$ cat config.mk
export PLATFORM = sky130hd
export DESIGN_NAME = cpu_status_flag_register
export DESIGN_NICKNAME = d
export VERILOG_FILES = /design/src/status_pkg.sv /design/src/flag_alu.sv /design/src/event_flags.sv /design/src/cpu_status_flag_register.sv
export SDC_FILE = /design/constraint.sdc
export NUM_CORES = 1
export LEC_CHECK = 0
export ABC_AREA = 1
export BUFFER_PORTS_ARGS = -buffer_cell sky130_fd_sc_hd__clkbuf_2
export CELL_PAD_IN_SITES_DETAIL_PLACEMENT = 0
export CELL_PAD_IN_SITES_GLOBAL_PLACEMENT = 1
export CORE_ASPECT_RATIO = 1.1
export CORE_MARGIN = 3
export CORE_UTILIZATION = 32
export CTS_CLUSTER_SIZE = 40
export DETAILED_ROUTE_END_ITERATION = 6
export MAX_ROUTING_LAYER = met4
export PLACE_DENSITY_LB_ADDON = 0.1
export SYNTH_ARGS = -nofsm -noshare
export SYNTH_HDL_FRONTEND = slang
export SYNTH_SLANG_ARGS = --single-unit
$ cat constraint.sdc
create_clock -name mclk_i -period 1.7 [get_ports mclk_i]
set_input_delay 0 -clock mclk_i [delete_from_list [all_inputs] [get_ports mclk_i]]
set_output_delay 0 -clock mclk_i [all_outputs]
set_load 0.005 [all_outputs]
$ cat src/status_pkg.sv
// Package: offsets, bit positions, reset values and op codes for the status block
package status_pkg;

	localparam logic [7:0] STATUS_OFFSET   = 8'h03;
	localparam logic [7:0] STATUS_ADDR_MSK = 8'h7F;
	localparam int         BIT_CARRY       = 0;
	localparam int         BIT_DIGIT       = 1;
	localparam int         BIT_ZERO        = 2;
	localparam int         BIT_SLEEP       = 3;
	localparam int         BIT_WDOG        = 4;
	localparam int         BIT_PAGE_LO     = 5;
	localparam int         BIT_PAGE_HI     = 6;
	localparam int         BIT_IND_PAGE    = 7;
	localparam logic [7:0] STATUS_RESET    = 8'h18;
	localparam logic [7:0] WRITE_MASK      = 8'hE7;
	localparam logic [7:0] FLAG_MASK       = 8'h07;
	localparam logic [7:0] WIPE_KEEP_MASK  = 8'h1B;
	localparam logic [7:0] WIPE_SET        = 8'h04;

	typedef enum logic [3:0] {
		OP_NONE    = 4'h0,
		OP_ADD     = 4'h1,
		OP_SUB     = 4'h2,
		OP_ROT_RIGHT = 4'h3,
		OP_ROT_LEFT  = 4'h4,
		OP_WIPE    = 4'h5,
		OP_LOGIC   = 4'h6,
		OP_MOVE    = 4'h7,
		OP_BITCLR  = 4'h8,
		OP_BITSET  = 4'h9,
		OP_SWAP    = 4'hA,
		OP_STORE   = 4'hB
	} alu_op_e;

	typedef struct packed {
		alu_op_e    op;
		logic [7:0] a;
		logic [7:0] b;
		logic [7:0] dest_addr;
		logic       dest_wr;
		logic [7:0] wr_data;
	} instr_s;

	typedef struct packed {
		logic [7:0] result;
		logic       zero;
		logic       digit;
		logic       carry;
		logic       upd_z;
		logic       upd_dc_c;
	} flags_s;

endpackage : status_pkg

$ cat src/flag_alu.sv
// Flag logic: result and arithmetic flags for one instruction
module flag_alu (
	input  wire status_pkg::instr_s instr_i,
	input  wire logic [0:0]         carry_in_i,
	output status_pkg::flags_s      flags_o
);

	logic [8:0] sum;
	logic [4:0] nib;
	logic [7:0] opb;

	always_comb begin
		opb = (instr_i.op == status_pkg::OP_SUB) ? ~instr_i.b : instr_i.b;
		// Two's complement add; carry out is the inverted borrow
		sum = {1'b0, instr_i.a} + {1'b0, opb} +
			{8'h00, (instr_i.op == status_pkg::OP_SUB)};
		nib = {1'b0, instr_i.a[3:0]} + {1'b0, opb[3:0]} +
			{4'h0, (instr_i.op == status_pkg::OP_SUB)};
		flags_o = '0;
		case (instr_i.op)
			status_pkg::OP_ADD, status_pkg::OP_SUB: begin
				flags_o.result   = sum[7:0];
				flags_o.digit    = nib[4];
				flags_o.carry    = sum[8];
				flags_o.upd_z    = 1'b1;
				flags_o.upd_dc_c = 1'b1;
			end
			status_pkg::OP_ROT_RIGHT: begin
				flags_o.result   = {carry_in_i, instr_i.a[7:1]};
				flags_o.carry    = instr_i.a[0];
				flags_o.upd_dc_c = 1'b1;
			end
			status_pkg::OP_ROT_LEFT: begin
				flags_o.result   = {instr_i.a[6:0], carry_in_i};
				flags_o.carry    = instr_i.a[7];
				flags_o.upd_dc_c = 1'b1;
			end
			status_pkg::OP_LOGIC, status_pkg::OP_MOVE: begin
				flags_o.result = instr_i.wr_data;
				flags_o.upd_z  = 1'b1;
			end
			default: begin
				flags_o.result = instr_i.wr_data;
			end
		endcase
		flags_o.zero = (flags_o.result == 8'h00);
	end

endmodule : flag_alu

$ cat src/event_flags.sv
// Watchdog-expiry and sleep-entered flag next-state logic
module event_flags (
	input  wire logic wdog_flag_i,
	input  wire logic sleep_flag_i,
	input  wire logic kick_i,
	input  wire logic sleep_i,
	input  wire logic timeout_i,
	output logic      wdog_next_o,
	output logic      sleep_next_o
);

	// Only device events move these bits; writes never reach them
	always_comb begin
		wdog_next_o = wdog_flag_i;
		if (timeout_i) begin
			wdog_next_o = 1'b0;
		end else if (kick_i || sleep_i) begin
			wdog_next_o = 1'b1;
		end
		sleep_next_o = sleep_flag_i;
		if (sleep_i) begin
			sleep_next_o = 1'b0;
		end else if (kick_i) begin
			sleep_next_o = 1'b1;
		end
	end

endmodule : event_flags

$ cat src/cpu_status_flag_register.sv
// Status register of the core: arithmetic flags, reset cause, page select
// Function
// - The status register is a legal destination for any instruction.
// - Flag-updating ops writing the register lose their write to bits 2..0.
// - Watchdog-expiry and sleep-entered bits ignore all writes.
// - Wiping the register clears bits 7..5, sets Z, keeps 4, 3, 1, 0.
// - Bit clear, bit set, nibble swap and store leave bits 2..0 alone unless they write the register.
// - Subtract adds the two's complement; C and DC are inverted borrow.
// - Bit 1 takes the carry out of result bit 3 on add and subtract.
// - Bit 0 takes the carry out of result bit 7 on add and subtract.
// - Rotates load C with the bit shifted out of the source.
// - Bit 4 is 1 after reset, kick or sleep, 0 after watchdog time-out.
// - Bits 6..5 select one of four 128-byte direct pages, reset 0.
module cpu_status_flag_register (
	input  wire  logic               mclk_i,
	input  wire  logic               reset_n_i,
	input  wire  status_pkg::instr_s instr_i,
	input  wire  logic               instr_valid_i,
	input  wire  logic               kick_i,
	input  wire  logic               sleep_i,
	input  wire  logic               timeout_i,
	input  wire  logic [7:0]         addr_i,
	input  wire  logic [7:0]         wdata_i,
	input  wire  logic               wr_i,
	input  wire  logic               rd_i,
	output logic [7:0]               rdata_o,
	output logic [7:0]               status_o,
	output logic [7:0]               result_o,
	output logic [1:0]               direct_page_o,
	output logic                     indirect_page_o
);

	// ==========================================================
	// Flag logic and event flags
	logic [7:0]         core_flags_and_page_select_reg;
	logic [7:0]         core_flags_and_page_select_next;
	logic [7:0]         rdata_reg;
	logic [7:0]         rdata_next;
	logic [7:0]         result_reg;
	logic [7:0]         result_next;
	status_pkg::flags_s flags;
	logic               wdog_next;
	logic               sleep_next;
	logic               hit_instr;
	logic               hit_bus;
	logic [7:0]         val;

	flag_alu u_flag_alu (
		.instr_i    (instr_i),
		.carry_in_i (core_flags_and_page_select_reg[status_pkg::BIT_CARRY]),
		.flags_o    (flags)
	);

	event_flags u_event_flags (
		.wdog_flag_i  (core_flags_and_page_select_reg[status_pkg::BIT_WDOG]),
		.sleep_flag_i (core_flags_and_page_select_reg[status_pkg::BIT_SLEEP]),
		.kick_i       (kick_i),
		.sleep_i      (sleep_i),
		.timeout_i    (timeout_i),
		.wdog_next_o  (wdog_next),
		.sleep_next_o (sleep_next)
	);

	// ==========================================================
	// Next status value
	always_comb begin
		hit_instr = instr_valid_i && instr_i.dest_wr &&
			((instr_i.dest_addr & status_pkg::STATUS_ADDR_MSK) ==
			status_pkg::STATUS_OFFSET);
		hit_bus = wr_i && (addr_i == status_pkg::STATUS_OFFSET);
		val = core_flags_and_page_select_reg;
		result_next = result_reg;
		if (instr_valid_i) begin
			result_next = flags.result;
			if (flags.upd_z) begin
				val[status_pkg::BIT_ZERO] = flags.zero;
			end
			if (flags.upd_dc_c) begin
				val[status_pkg::BIT_CARRY] = flags.carry;
			end
			if (flags.upd_dc_c && (instr_i.op == status_pkg::OP_ADD ||
				instr_i.op == status_pkg::OP_SUB)) begin
				val[status_pkg::BIT_DIGIT] = flags.digit;
			end
		end
		if (hit_instr) begin
			if (instr_i.op == status_pkg::OP_WIPE) begin
				val = (val & status_pkg::WIPE_KEEP_MASK) |
					status_pkg::WIPE_SET;
			end else if (flags.upd_z || flags.upd_dc_c) begin
				// Flag bits keep the flag logic's values
				val = (val & ~(status_pkg::WRITE_MASK & ~status_pkg::FLAG_MASK)) |
					(flags.result & status_pkg::WRITE_MASK &
					~status_pkg::FLAG_MASK);
			end else begin
				// Non-flag ops write all writable bits
				val = (val & ~status_pkg::WRITE_MASK) |
					(flags.result & status_pkg::WRITE_MASK);
			end
		end else if (hit_bus) begin
			val = (val & ~status_pkg::WRITE_MASK) |
				(wdata_i & status_pkg::WRITE_MASK);
		end
		// Event bits last: writes never reach them
		val[status_pkg::BIT_WDOG]  = wdog_next;
		val[status_pkg::BIT_SLEEP] = sleep_next;
		core_flags_and_page_select_next = val;
		rdata_next = 8'h00;
		if (rd_i && addr_i == status_pkg::STATUS_OFFSET) begin
			rdata_next = core_flags_and_page_select_reg;
		end
	end

	// ==========================================================
	// Registers
	always_ff @(posedge mclk_i or negedge reset_n_i) begin
		if (!reset_n_i) begin
			core_flags_and_page_select_reg <= status_pkg::STATUS_RESET;
			rdata_reg                      <= 8'h00;
			result_reg                     <= 8'h00;
		end else begin
			core_flags_and_page_select_reg <= core_flags_and_page_select_next;
			rdata_reg                      <= rdata_next;
			result_reg                     <= result_next;
		end
	end

	assign rdata_o         = rdata_reg;
	assign status_o        = core_flags_and_page_select_reg;
	assign result_o        = result_reg;
	// Page selects come straight from the register bits
	assign direct_page_o   = core_flags_and_page_select_reg[6:5];
	assign indirect_page_o = core_flags_and_page_select_reg[7];

endmodule : cpu_status_flag_register

==> flow_summary.ini, run 1 <==
[logic_synthesis]
dominantRegCellSynth = dfrtp_1
async_flop_share_pct = 100
synthXorXnorAreaFrac_pct = 3.68
synthMuxAreaShare_pct = 0
synth_cell_type_count = 31
ys_ff_latch = 24
synth_adder_area_share_pct = 6.30
yosysSeqAreaShare_pct = 31.6
synth_compound_area_share_pct = 8.54
netlist_instances = 283
synth.top_cells.by_count = nand2_1, inv_1, nand3_1, nor2_1, dfrtp_1
yosysMostFrequentCell = nand2_1
synth_top_area_share_pct = 28.9
avgSynthCellArea_um2 = 6.73
synth_largest_area_cell = dfrtp_1
synth_simple_gate_area_share_pct = 38.4
synth_nets = 353
synth-warning-count = 0
synth.top_cells.by_area = dfrtp_1, nand2_1, inv_1, nand3_1, nor2_1
syn_area_um2 = 1910
synth-edff-count = 0
synth_top_family_by_area = simple AND/OR/NAND/NOR gates

[pwr]
p_sw_uw = 552
pwr-share-comb_pct = 41.3
sequentialPowerShare_pct = 37.5
power_density_nw_per_um2 = 575
ir_worst_vdd_mv = 0.264
switching_share_pct = 31.5
p_int_mw = 1.20
totalPowerFinal_mw = 1.75
clockPowerShare_pct = 21.2
p_leak_nw = 1.68

[status]
violations = setup timing
status = finished, violations left

[drt]
drt-wirelength-per-cell_um = 12.2
vias = 2241
via_per_inst = 4.57
drc_errors = 0
firstDrtPassIters = 4
ant_nets = 0
drt_iter0_drc = 73
drt-total-wl_um = 5970

[setup_path]
worstReg2RegEnd = status_o[2]
r2r_slack_ns = 0.22
crit_type = primary input to flip-flop
crit-reg2reg-launch = status_o[0]
start_kind = primary input
cpPeakStageDelay_ns = 0.41
path_depth = 16
critPathRequiredTime_ns = 1.90
path_cells = buf_8, inv_4, nor2_4, nand2_8, xnor2_4, fa_2, xor2_1, nand2_1, nand3_2, nor2_2, nand3_2, nor3_2, nand3_2, nand3_2, nand2_1, nand2_1
crit_path_end_kind = flip-flop
worst_path_max_delay_cell = fa_2
reg2regPathDepth = 11
path_common_cell = nand3_2
cp_top_family = simple AND/OR/NAND/NOR gates
critPathMaxFanout = 6
critPathBufInv = 2
cp.arrival_ns = 1.99

[min_path]
hold_start = wdata_i[7]
worstHoldPathType = primary input to flip-flop
hold_depth = 3
whs_endpoint = status_o[7]

[floorplanning]
die_y_um = 86.9
core_area_um2 = 5570
io_pins = 88
die_w_um = 79.6
start_util_pct = 34.2
rows = 28
die_area_um2 = 6920

[global_routing]
grt_pass1_vias = 2193
antenna_found_initial = 0
grt_max_degree = 25
grt_overflow_total = 0
track_usage_pct = 18.4
grt_pass1_wl_um = 9900

[sta]
fmax_mhz = 559
hold_viol_final = 0
finalCriticalPeriod_ns = 1.79
fin_crit_sh_pct = 105
worstMarginPinSlew_ns = 0.590
rsz0062_at_grt = true
skew_ns = 0.000829
final_max_slew_viol_count = 0
slew_headroom_pct = 60.6
layout_setup_ws_ns = -0.0886
tns_ns = -0.307
setup_viol = 5

[clock_tree]
cts_buffers = 3
h-tree-depth = 1
cts_buffer_depth = 2
insertion_delay_ns = 0.25
cts.sinks = 24
cts_tree = done
path_clk_slew_ns = 0.08
root_buffer = clkbuf_8

[cells_and_area]
drive_gt1_share_pct = 44.8
syn2layout_area_growth_pct = 59.9
final_net_count = 486
antenna_cells = 0
fin_util_pct = 54.7

[placed_design]
routabilityCongestion = 0.899
dpl.hpwl_um = 5130
io_buffers = 84

[flow_run]
maxCapViolations = 0
## final cells by class
cell class,instances,area [um2]
fill,575,2520
multi-input combinational,207,1290
timing repair buffer,136,840
sequential,24,603
inverter,44,168
tap,75,93.8
clock buffer,4,55.1
## layout by cell type (no fill, tap or decap), types with 2 or more instances in the layout
master,n
xnor2_4,2
nor2_4,5
nand2_2,7
inv_1,38
nor2_2,5
clkbuf_2,82
ha_4,3
xnor2_1,4
buf_4,47
dfstp_2,2
nor3_1,5
o221ai_1,2
dfrtp_1,22
nor2_1,25
nand3_1,21
dlygate4sd3_1,5
or2_2,2
ha_1,5
a221oi_1,3
a21oi_1,2
a21oi_2,2
nand2_1,75
o21ai_0,11
clkbuf_8,4
inv_2,5
nand4_1,6
nand3_2,9
## sequential cells by signal, summed over array words and instances, names as in the netlist
signal and flops:
result_o 8, rdata_o 8, status_o 8
## timing repair
item                                    CTS  global route
endpoints found under the setup margin    5             9
gates resized for setup                   7            32
hold buffers                              5             0
pin swaps                                 5            21
buffers inserted                          1             7
endpoints found under the hold margin    24             0
## layer usage
layer / global-route usage [%] / wire length [um] / vias to the layer above
li1: - / - / 1169
met4: 5.31 / 107 / 0
met1: 20.8 / 2350 / 1012
met2: 34.2 / 3310 / 54
met3: 1.45 / 201 / 6
met5: - / 0 / -
## stage by stage
step | area (um2) | cells | setup WS [ns] | hold slack [ns]
after floorplan | 1940 | 283 | -0.0457 | -0.296
after global placement | 2690 | 473 | -0.394 | 0.0257
after detailed placement | 2690 | 473 | -0.404 | 0.0326
after CTS | 2840 | 483 | -0.0531 | 0.0157
after global routing | 3050 | 490 | -0.247 | 0.0155
final | 3050 | 490 | -0.0886 | 0.0212
## cells by family after synthesis
family,after synthesis
buffers and inverters,52
flip-flops,24
AND/OR/NAND/NOR,164
adder cells (fa/ha/maj),9
XOR/XNOR,8
AO/OA/AOI/OAI,26
## power by group through the flow
stage / Sequential (mW) / Clock [mW] / Combinational [mW]
4_1_cts: 0.657 / 0.383 / 0.655
3_3_place_gp: 0.667 / 0 / 0.624
5_1_grt: 0.664 / 0.415 / 0.814
2_1_floorplan: 0.668 / 0 / 0.313
6_report: 0.657 / 0.372 / 0.724
3_5_place_dp: 0.669 / 0 / 0.629
## worst register-to-register path, delay by kind of cell, from the launching register on
kind / cells / cell delay, ns
simple gates: 10 / 0.96
buf+inv: 1 / 0.04
flops: 1 / 0.42
## worst max path at each step
| stage | from | endpoint | slack (ns) |
|---|---|---|---|
| floorplan | instr_i[36] | status_o[2] | -0.05 |
| global placement | instr_i[34] | status_o[2] | -0.39 |
| detailed placement | instr_i[34] | status_o[2] | -0.40 |
| CTS | instr_i[34] | status_o[2] | -0.05 |
| global route | instr_i[34] | status_o[2] | -0.25 |
| finish | instr_i[34] | status_o[2] | -0.09 |
Power figures use the tool's default switching activity.
==> inputs of run 2 (changes only) <==
--- a/config.mk
+++ b/config.mk
@@ -16,6 +16,7 @@
 export DETAILED_ROUTE_END_ITERATION = 6
 export MAX_ROUTING_LAYER = met4
 export PLACE_DENSITY_LB_ADDON = 0.1
+export REMOVE_ABC_BUFFERS = 1
 export SYNTH_ARGS = -nofsm -noshare
 export SYNTH_HDL_FRONTEND = slang
 export SYNTH_SLANG_ARGS = --single-unit
==> flow_summary.ini, run 2 (same netlist as run 1, synthesis figures left out) <==
[status]
status = finished, violations left
violations = setup timing

[floorplanning]
rows = 28
die_area_um2 = 6920
die_y_um = 86.9
io_pins = 88
core_area_um2 = 5570
start_util_pct = 34.2
die_w_um = 79.6

[cells_and_area]
final_net_count = 487
multi_input_area_um2 = 1350
fill_cells = 555
antenna_cells = 0
instances_no_fill = 491
syn2layout_area_growth_pct = 65.2
drive_gt1_share_pct = 48.1
final_common_cell = clkbuf_2
register_area_um2 = 603
most-common-layout-cells = clkbuf_2, nand2_1, buf_4, inv_1, nor2_1
fin_util_pct = 56.5

[drt]
firstDrtPassIters = 5
drc_errors = 0
drt-wirelength-per-cell_um = 12.1
drt-total-wl_um = 5940
vias = 2228
via_per_inst = 4.54
ant_nets = 0
drt_iter0_drc = 78

[clock_tree]
root_buffer = clkbuf_8
cts.sinks = 24
path_clk_slew_ns = 0.08
cts_buffers = 3
cts_buffer_depth = 2
insertion_delay_ns = 0.26
cts_tree = done
h-tree-depth = 1

[setup_path]
crit_type = primary input to flip-flop
critPathMaxFanout = 6
start_kind = primary input
crit_path_end_kind = flip-flop
critPathRequiredTime_ns = 1.87
cp.arrival_ns = 1.98

[sta]
tns_ns = -0.438
finalCriticalPeriod_ns = 1.81
rsz0062_at_grt = true
slew_headroom_pct = 61.5
fin_crit_sh_pct = 107
fmax_mhz = 552
final_max_slew_viol_count = 0
layout_setup_ws_ns = -0.112
worstMarginPinSlew_ns = 0.577
hold_viol_final = 0
skew_ns = 0.00589
setup_viol = 8

[global_routing]
grt_max_degree = 25
grt_overflow_total = 0
track_usage_pct = 17.4
grt_pass1_wl_um = 9370
antenna_found_initial = 0
grt_pass1_vias = 2131

[placed_design]
dpl.hpwl_um = 4900
placed_cells = 471
routabilityCongestion = 0.870
io_buffers = 84

[pwr]
ir_worst_vdd_mv = 0.256
p_leak_nw = 1.70
power_density_nw_per_um2 = 560

[flow_run]
maxCapViolations = 0

[min_path]
worstHoldPathType = primary input to flip-flop
-- run 2: changes by cell type in the layout (fill, tap and decap cells not counted), sizes merged --
cell    change
buf         +2
clkbuf      -1
-- run 2: final cells by class --
type	count	share of cell area [%]
multi-input cells	207	42.9
clock buffers	4	1.43
repair buffers	137	28.2
well taps	75	2.98
flip-flops and latches	24	19.2
inverters	44	5.33
-- run 2: what timing repair did --
item,in CTS,in global routing
pin swaps,17,15
hold buffers,5,0
endpoints found under the hold margin,24,0
setup endpoints to repair,11,10
buffers inserted,4,7
resized for setup,24,51
-- run 2: where the power goes --
part,switching (mW),internal [mW],total (mW),leakage (nW)
clock network,0.169,0.167,0.337,0.0228
registers,0.0339,0.624,0.658,0.297
logic,0.375,0.394,0.770,1.38
-- run 2: per-stage QoR --
stage          total power [mW]  hold WS (ns)  worst slack [ns]  instance area, um2
2_1_floorplan             0.945        -0.296            -0.318                1850
3_3_place_gp               1.27        0.0319            -0.662                2650
3_5_place_dp               1.27        0.0272            -0.642                2650
4_1_cts                    1.66       0.00167           -0.0448                2870
5_1_grt                    1.90        0.0431            -0.291                3150
6_report                   1.76        0.0112            -0.112                3150
-- run 2: path summary, 6_finish.rpt --
check	from	to	slack (ns)	cells past startpoint
min in group asynchronous	reset_n_i	status_o[1]	0.26	2
max in group asynchronous	reset_n_i	result_o[5]	1.06	2
max reg2reg	status_o[0]	status_o[2]	0.27	11
min reg2reg	result_o[2]	result_o[2]	0.49	2
max	instr_i[33]	status_o[2]	-0.11	18
min	wdata_i[6]	status_o[6]	0.01	3
-- run 2: per-layer routing --
metal  GRT usage, %  routed length, um
met3           1.55                253
met2           31.5               3180
met5              -                  0
met4           4.69                 86
met1           20.6               2420
-- run 2: critical path, cell delays in order --
cell and delay, ns:
buf_8 0.10, nor2_4 0.17, nand2_8 0.13, buf_6 0.15, xnor2_2 0.11, ha_1 0.34
buf_6 0.12, inv_4 0.03, nor3_2 0.16, nand2_1 0.09, nand3_1 0.09, nand3_2 0.09
nand2_2 0.06, nand2_2 0.06, nand3_2 0.08, nand3_1 0.07, nand2_1 0.06, nand2_1 0.04
==> inputs of run 3 (changes only) <==
--- a/config.mk
+++ b/config.mk
@@ -9,9 +9,9 @@
 export BUFFER_PORTS_ARGS = -buffer_cell sky130_fd_sc_hd__clkbuf_2
 export CELL_PAD_IN_SITES_DETAIL_PLACEMENT = 0
 export CELL_PAD_IN_SITES_GLOBAL_PLACEMENT = 1
-export CORE_ASPECT_RATIO = 1.1
+export CORE_ASPECT_RATIO = 0.6
 export CORE_MARGIN = 3
-export CORE_UTILIZATION = 32
+export CORE_UTILIZATION = 33
 export CTS_CLUSTER_SIZE = 40
 export DETAILED_ROUTE_END_ITERATION = 6
 export MAX_ROUTING_LAYER = met4
@@ -19,4 +19,5 @@
 export REMOVE_ABC_BUFFERS = 1
 export SYNTH_ARGS = -nofsm -noshare
 export SYNTH_HDL_FRONTEND = slang
+export SYNTH_HIERARCHICAL = 1
 export SYNTH_SLANG_ARGS = --single-unit
==> constraint.sdc (replaced) <==
create_clock -name mclk_i -period 1.7 [get_ports mclk_i]
set_input_delay 0 -clock mclk_i [delete_from_list [all_inputs] [get_ports mclk_i]]
set_output_delay 0 -clock mclk_i [all_outputs]
set_load 0.05 [all_outputs]
==> flow_summary.ini, run 3 <==
[setup_path]
start_kind = primary input
crit_path_end_kind = flip-flop
worstReg2RegEnd = status_o[2]
critPathMaxFanout = 3
cp.arrival_ns = 2.20
reg2regPathDepth = 10
critPathRequiredTime_ns = 1.86
crit-reg2reg-launch = status_o[0]
r2r_slack_ns = 0.23
crit_type = primary input to flip-flop

[placed_design]
io_buffers = 84
dpl.hpwl_um = 5700
place_ws_ns = -0.823
place_area_um2 = 3020
routabilityCongestion = 0.857

[floorplanning]
die_y_um = 68.5
core_area_um2 = 6220
io_pins = 88
rows = 22
die_area_um2 = 7550
die_w_um = 110
start_util_pct = 34.6

[drt]
firstDrtPassIters = 4
drt_iter0_drc = 137
vias = 2489
drt-total-wl_um = 7180
via_per_inst = 4.53
ant_nets = 0
drc_errors = 0
drt-wirelength-per-cell_um = 13.1

[cells_and_area]
final_area_um2 = 3610
most-common-layout-cells = clkbuf_2, nand2_1, inv_1, buf_4, nor2_1
final_common_cell = clkbuf_2
fin_util_pct = 58.1
syn2layout_area_growth_pct = 68.1
drive_gt1_share_pct = 51.2
fill_cells = 613
antenna_cells = 0
final_net_count = 537

[sta]
finalCriticalPeriod_ns = 2.04
rsz0062_at_grt = true
setup_viol = 10
final_max_slew_viol_count = 0
hold_viol_final = 0
layout_setup_ws_ns = -0.343
fin_crit_sh_pct = 120
skew_ns = 0.00716
tns_ns = -1.57
fmax_mhz = 490
slew_headroom_pct = 59.1
worstMarginPinSlew_ns = 0.613

[clock_tree]
cts_buffers = 3
cts_buffer_depth = 2
insertion_delay_ns = 0.28
h-tree-depth = 1
cts_tree = done
cts.sinks = 24
root_buffer = clkbuf_8
path_clk_slew_ns = 0.10

[min_path]
hold_start = wdata_i[0]
worstHoldPathType = primary input to flip-flop
whs_endpoint = status_o[0]
hold_depth = 4

[logic_synthesis]
ys_ff_latch = 24
syn_area_um2 = 2150
synthXorXnorAreaFrac_pct = 3.26
synth-edff-count = 0
synth_largest_area_cell = dfrtp_1
synth_cell_type_count = 34
dominantRegCellSynth = dfrtp_1
netlist_instances = 316
synth.top_cells.by_area = dfrtp_1, nand2_1, inv_1, nand3_1, nor2_1
synthMuxAreaShare_pct = 3.66
synth_top_area_share_pct = 25.6
synth-warning-count = 6
synth.top_cells.by_count = nand2_1, inv_1, nor2_1, nand3_1, dfrtp_1
synth_adder_area_share_pct = 6.17
avgSynthCellArea_um2 = 6.81
yosysSeqAreaShare_pct = 28.0
synth_top_family_by_area = simple AND/OR/NAND/NOR gates
yosysMostFrequentCell = nand2_1
async_flop_share_pct = 100
synth_compound_area_share_pct = 6.46
synth_simple_gate_area_share_pct = 40.0

[pwr]
p_leak_nw = 2.03
ir_worst_vdd_mv = 0.390
power_density_nw_per_um2 = 649

[status]
violations = setup timing
status = finished, violations left

[global_routing]
grt_pass1_vias = 2252
antenna_found_initial = 0
grt_max_degree = 25
grt_overflow_total = 0
grt_pass1_wl_um = 10700
track_usage_pct = 19.1

[flow_run]
maxCapViolations = 0
[run 3: where the power goes]
group,internal (mW),switching [mW],total [mW]
combinational,0.474,0.687,1.16
clock,0.315,0.202,0.518
sequential,0.630,0.0378,0.668
[run 3: worst max-delay path by stage]
stage                      from          end  slack [ns]
finish              instr_i[35]  status_o[2]       -0.34
global route        instr_i[35]  status_o[2]       -0.50
CTS                 instr_i[34]  status_o[2]       -0.35
detailed placement  instr_i[34]  status_o[2]       -0.82
global placement    instr_i[34]  status_o[2]       -0.77
floorplan           instr_i[36]  status_o[2]       -0.56
[run 3: timing repair]
action | in CTS | in global routing
gates cloned | 0 | 0
hold endpoints to repair | 28 | 0
setup buffers | 3 | 6
hold buffers | 9 | 0
setup endpoints to repair | 13 | 13
pin swaps | 25 | 28
gates resized for setup | 23 | 78
[run 3: layer usage]
layer  up-vias  track usage (%)  routed length, um
met1      1129             30.8               3870
li1       1281                -                  -
met3         4             2.79                409
met2        75             25.1               2880
met4         0             2.15                 19
met5         -                -                  0
[run 3: stage by stage]
step,hold slack [ns],cells,power [mW]
floorplan,-0.296,311,1.25
finish,0.0562,549,2.35
detailed placement,0.0353,530,1.63
global placement,0.0326,530,1.63
CTS,0.0517,545,2.21
global route,0.0873,549,2.49
[run 3: cells by family (layout without fill, tap and decap cells)]
| logic type | count (synthesis) | after routing |
|---|---|---|
| simple gates | 178 | 178 |
| compound gates | 24 | 24 |
| fa+ha+maj | 10 | 10 |
| buf+inv | 65 | 214 |
| flops | 24 | 24 |
| mux | 7 | 7 |
| xor+xnor | 8 | 8 |
[run 3: critical path: stages]
cell and delay [ns]:
buf_8 0.10, nor2_4 0.14, nand2_4 0.09, xnor2_2 0.15, buf_4 0.14, ha_1 0.28
buf_4 0.15, nand2_2 0.12, nor2_2 0.06, nor2_2 0.10, nand2_1 0.06, nand2_1 0.05
nand3_1 0.07, nand2_1 0.08, nand2_2 0.06, nand2_1 0.08, nor3_2 0.04, o21ai_2 0.12
nor2_1 0.05, o21ai_1 0.14, nand3_1 0.10
[run 3: final cells by class]
class	count	area, um2	area share (%)
multi-input cells	227	1580	43.6
flip-flops and latches	24	603	16.7
clock buffers	3	41.3	1.14
clock inverters	1	30.0	0.831
well taps	84	105	2.91
repair buffers	150	1020	28.3
inverters	60	233	6.44
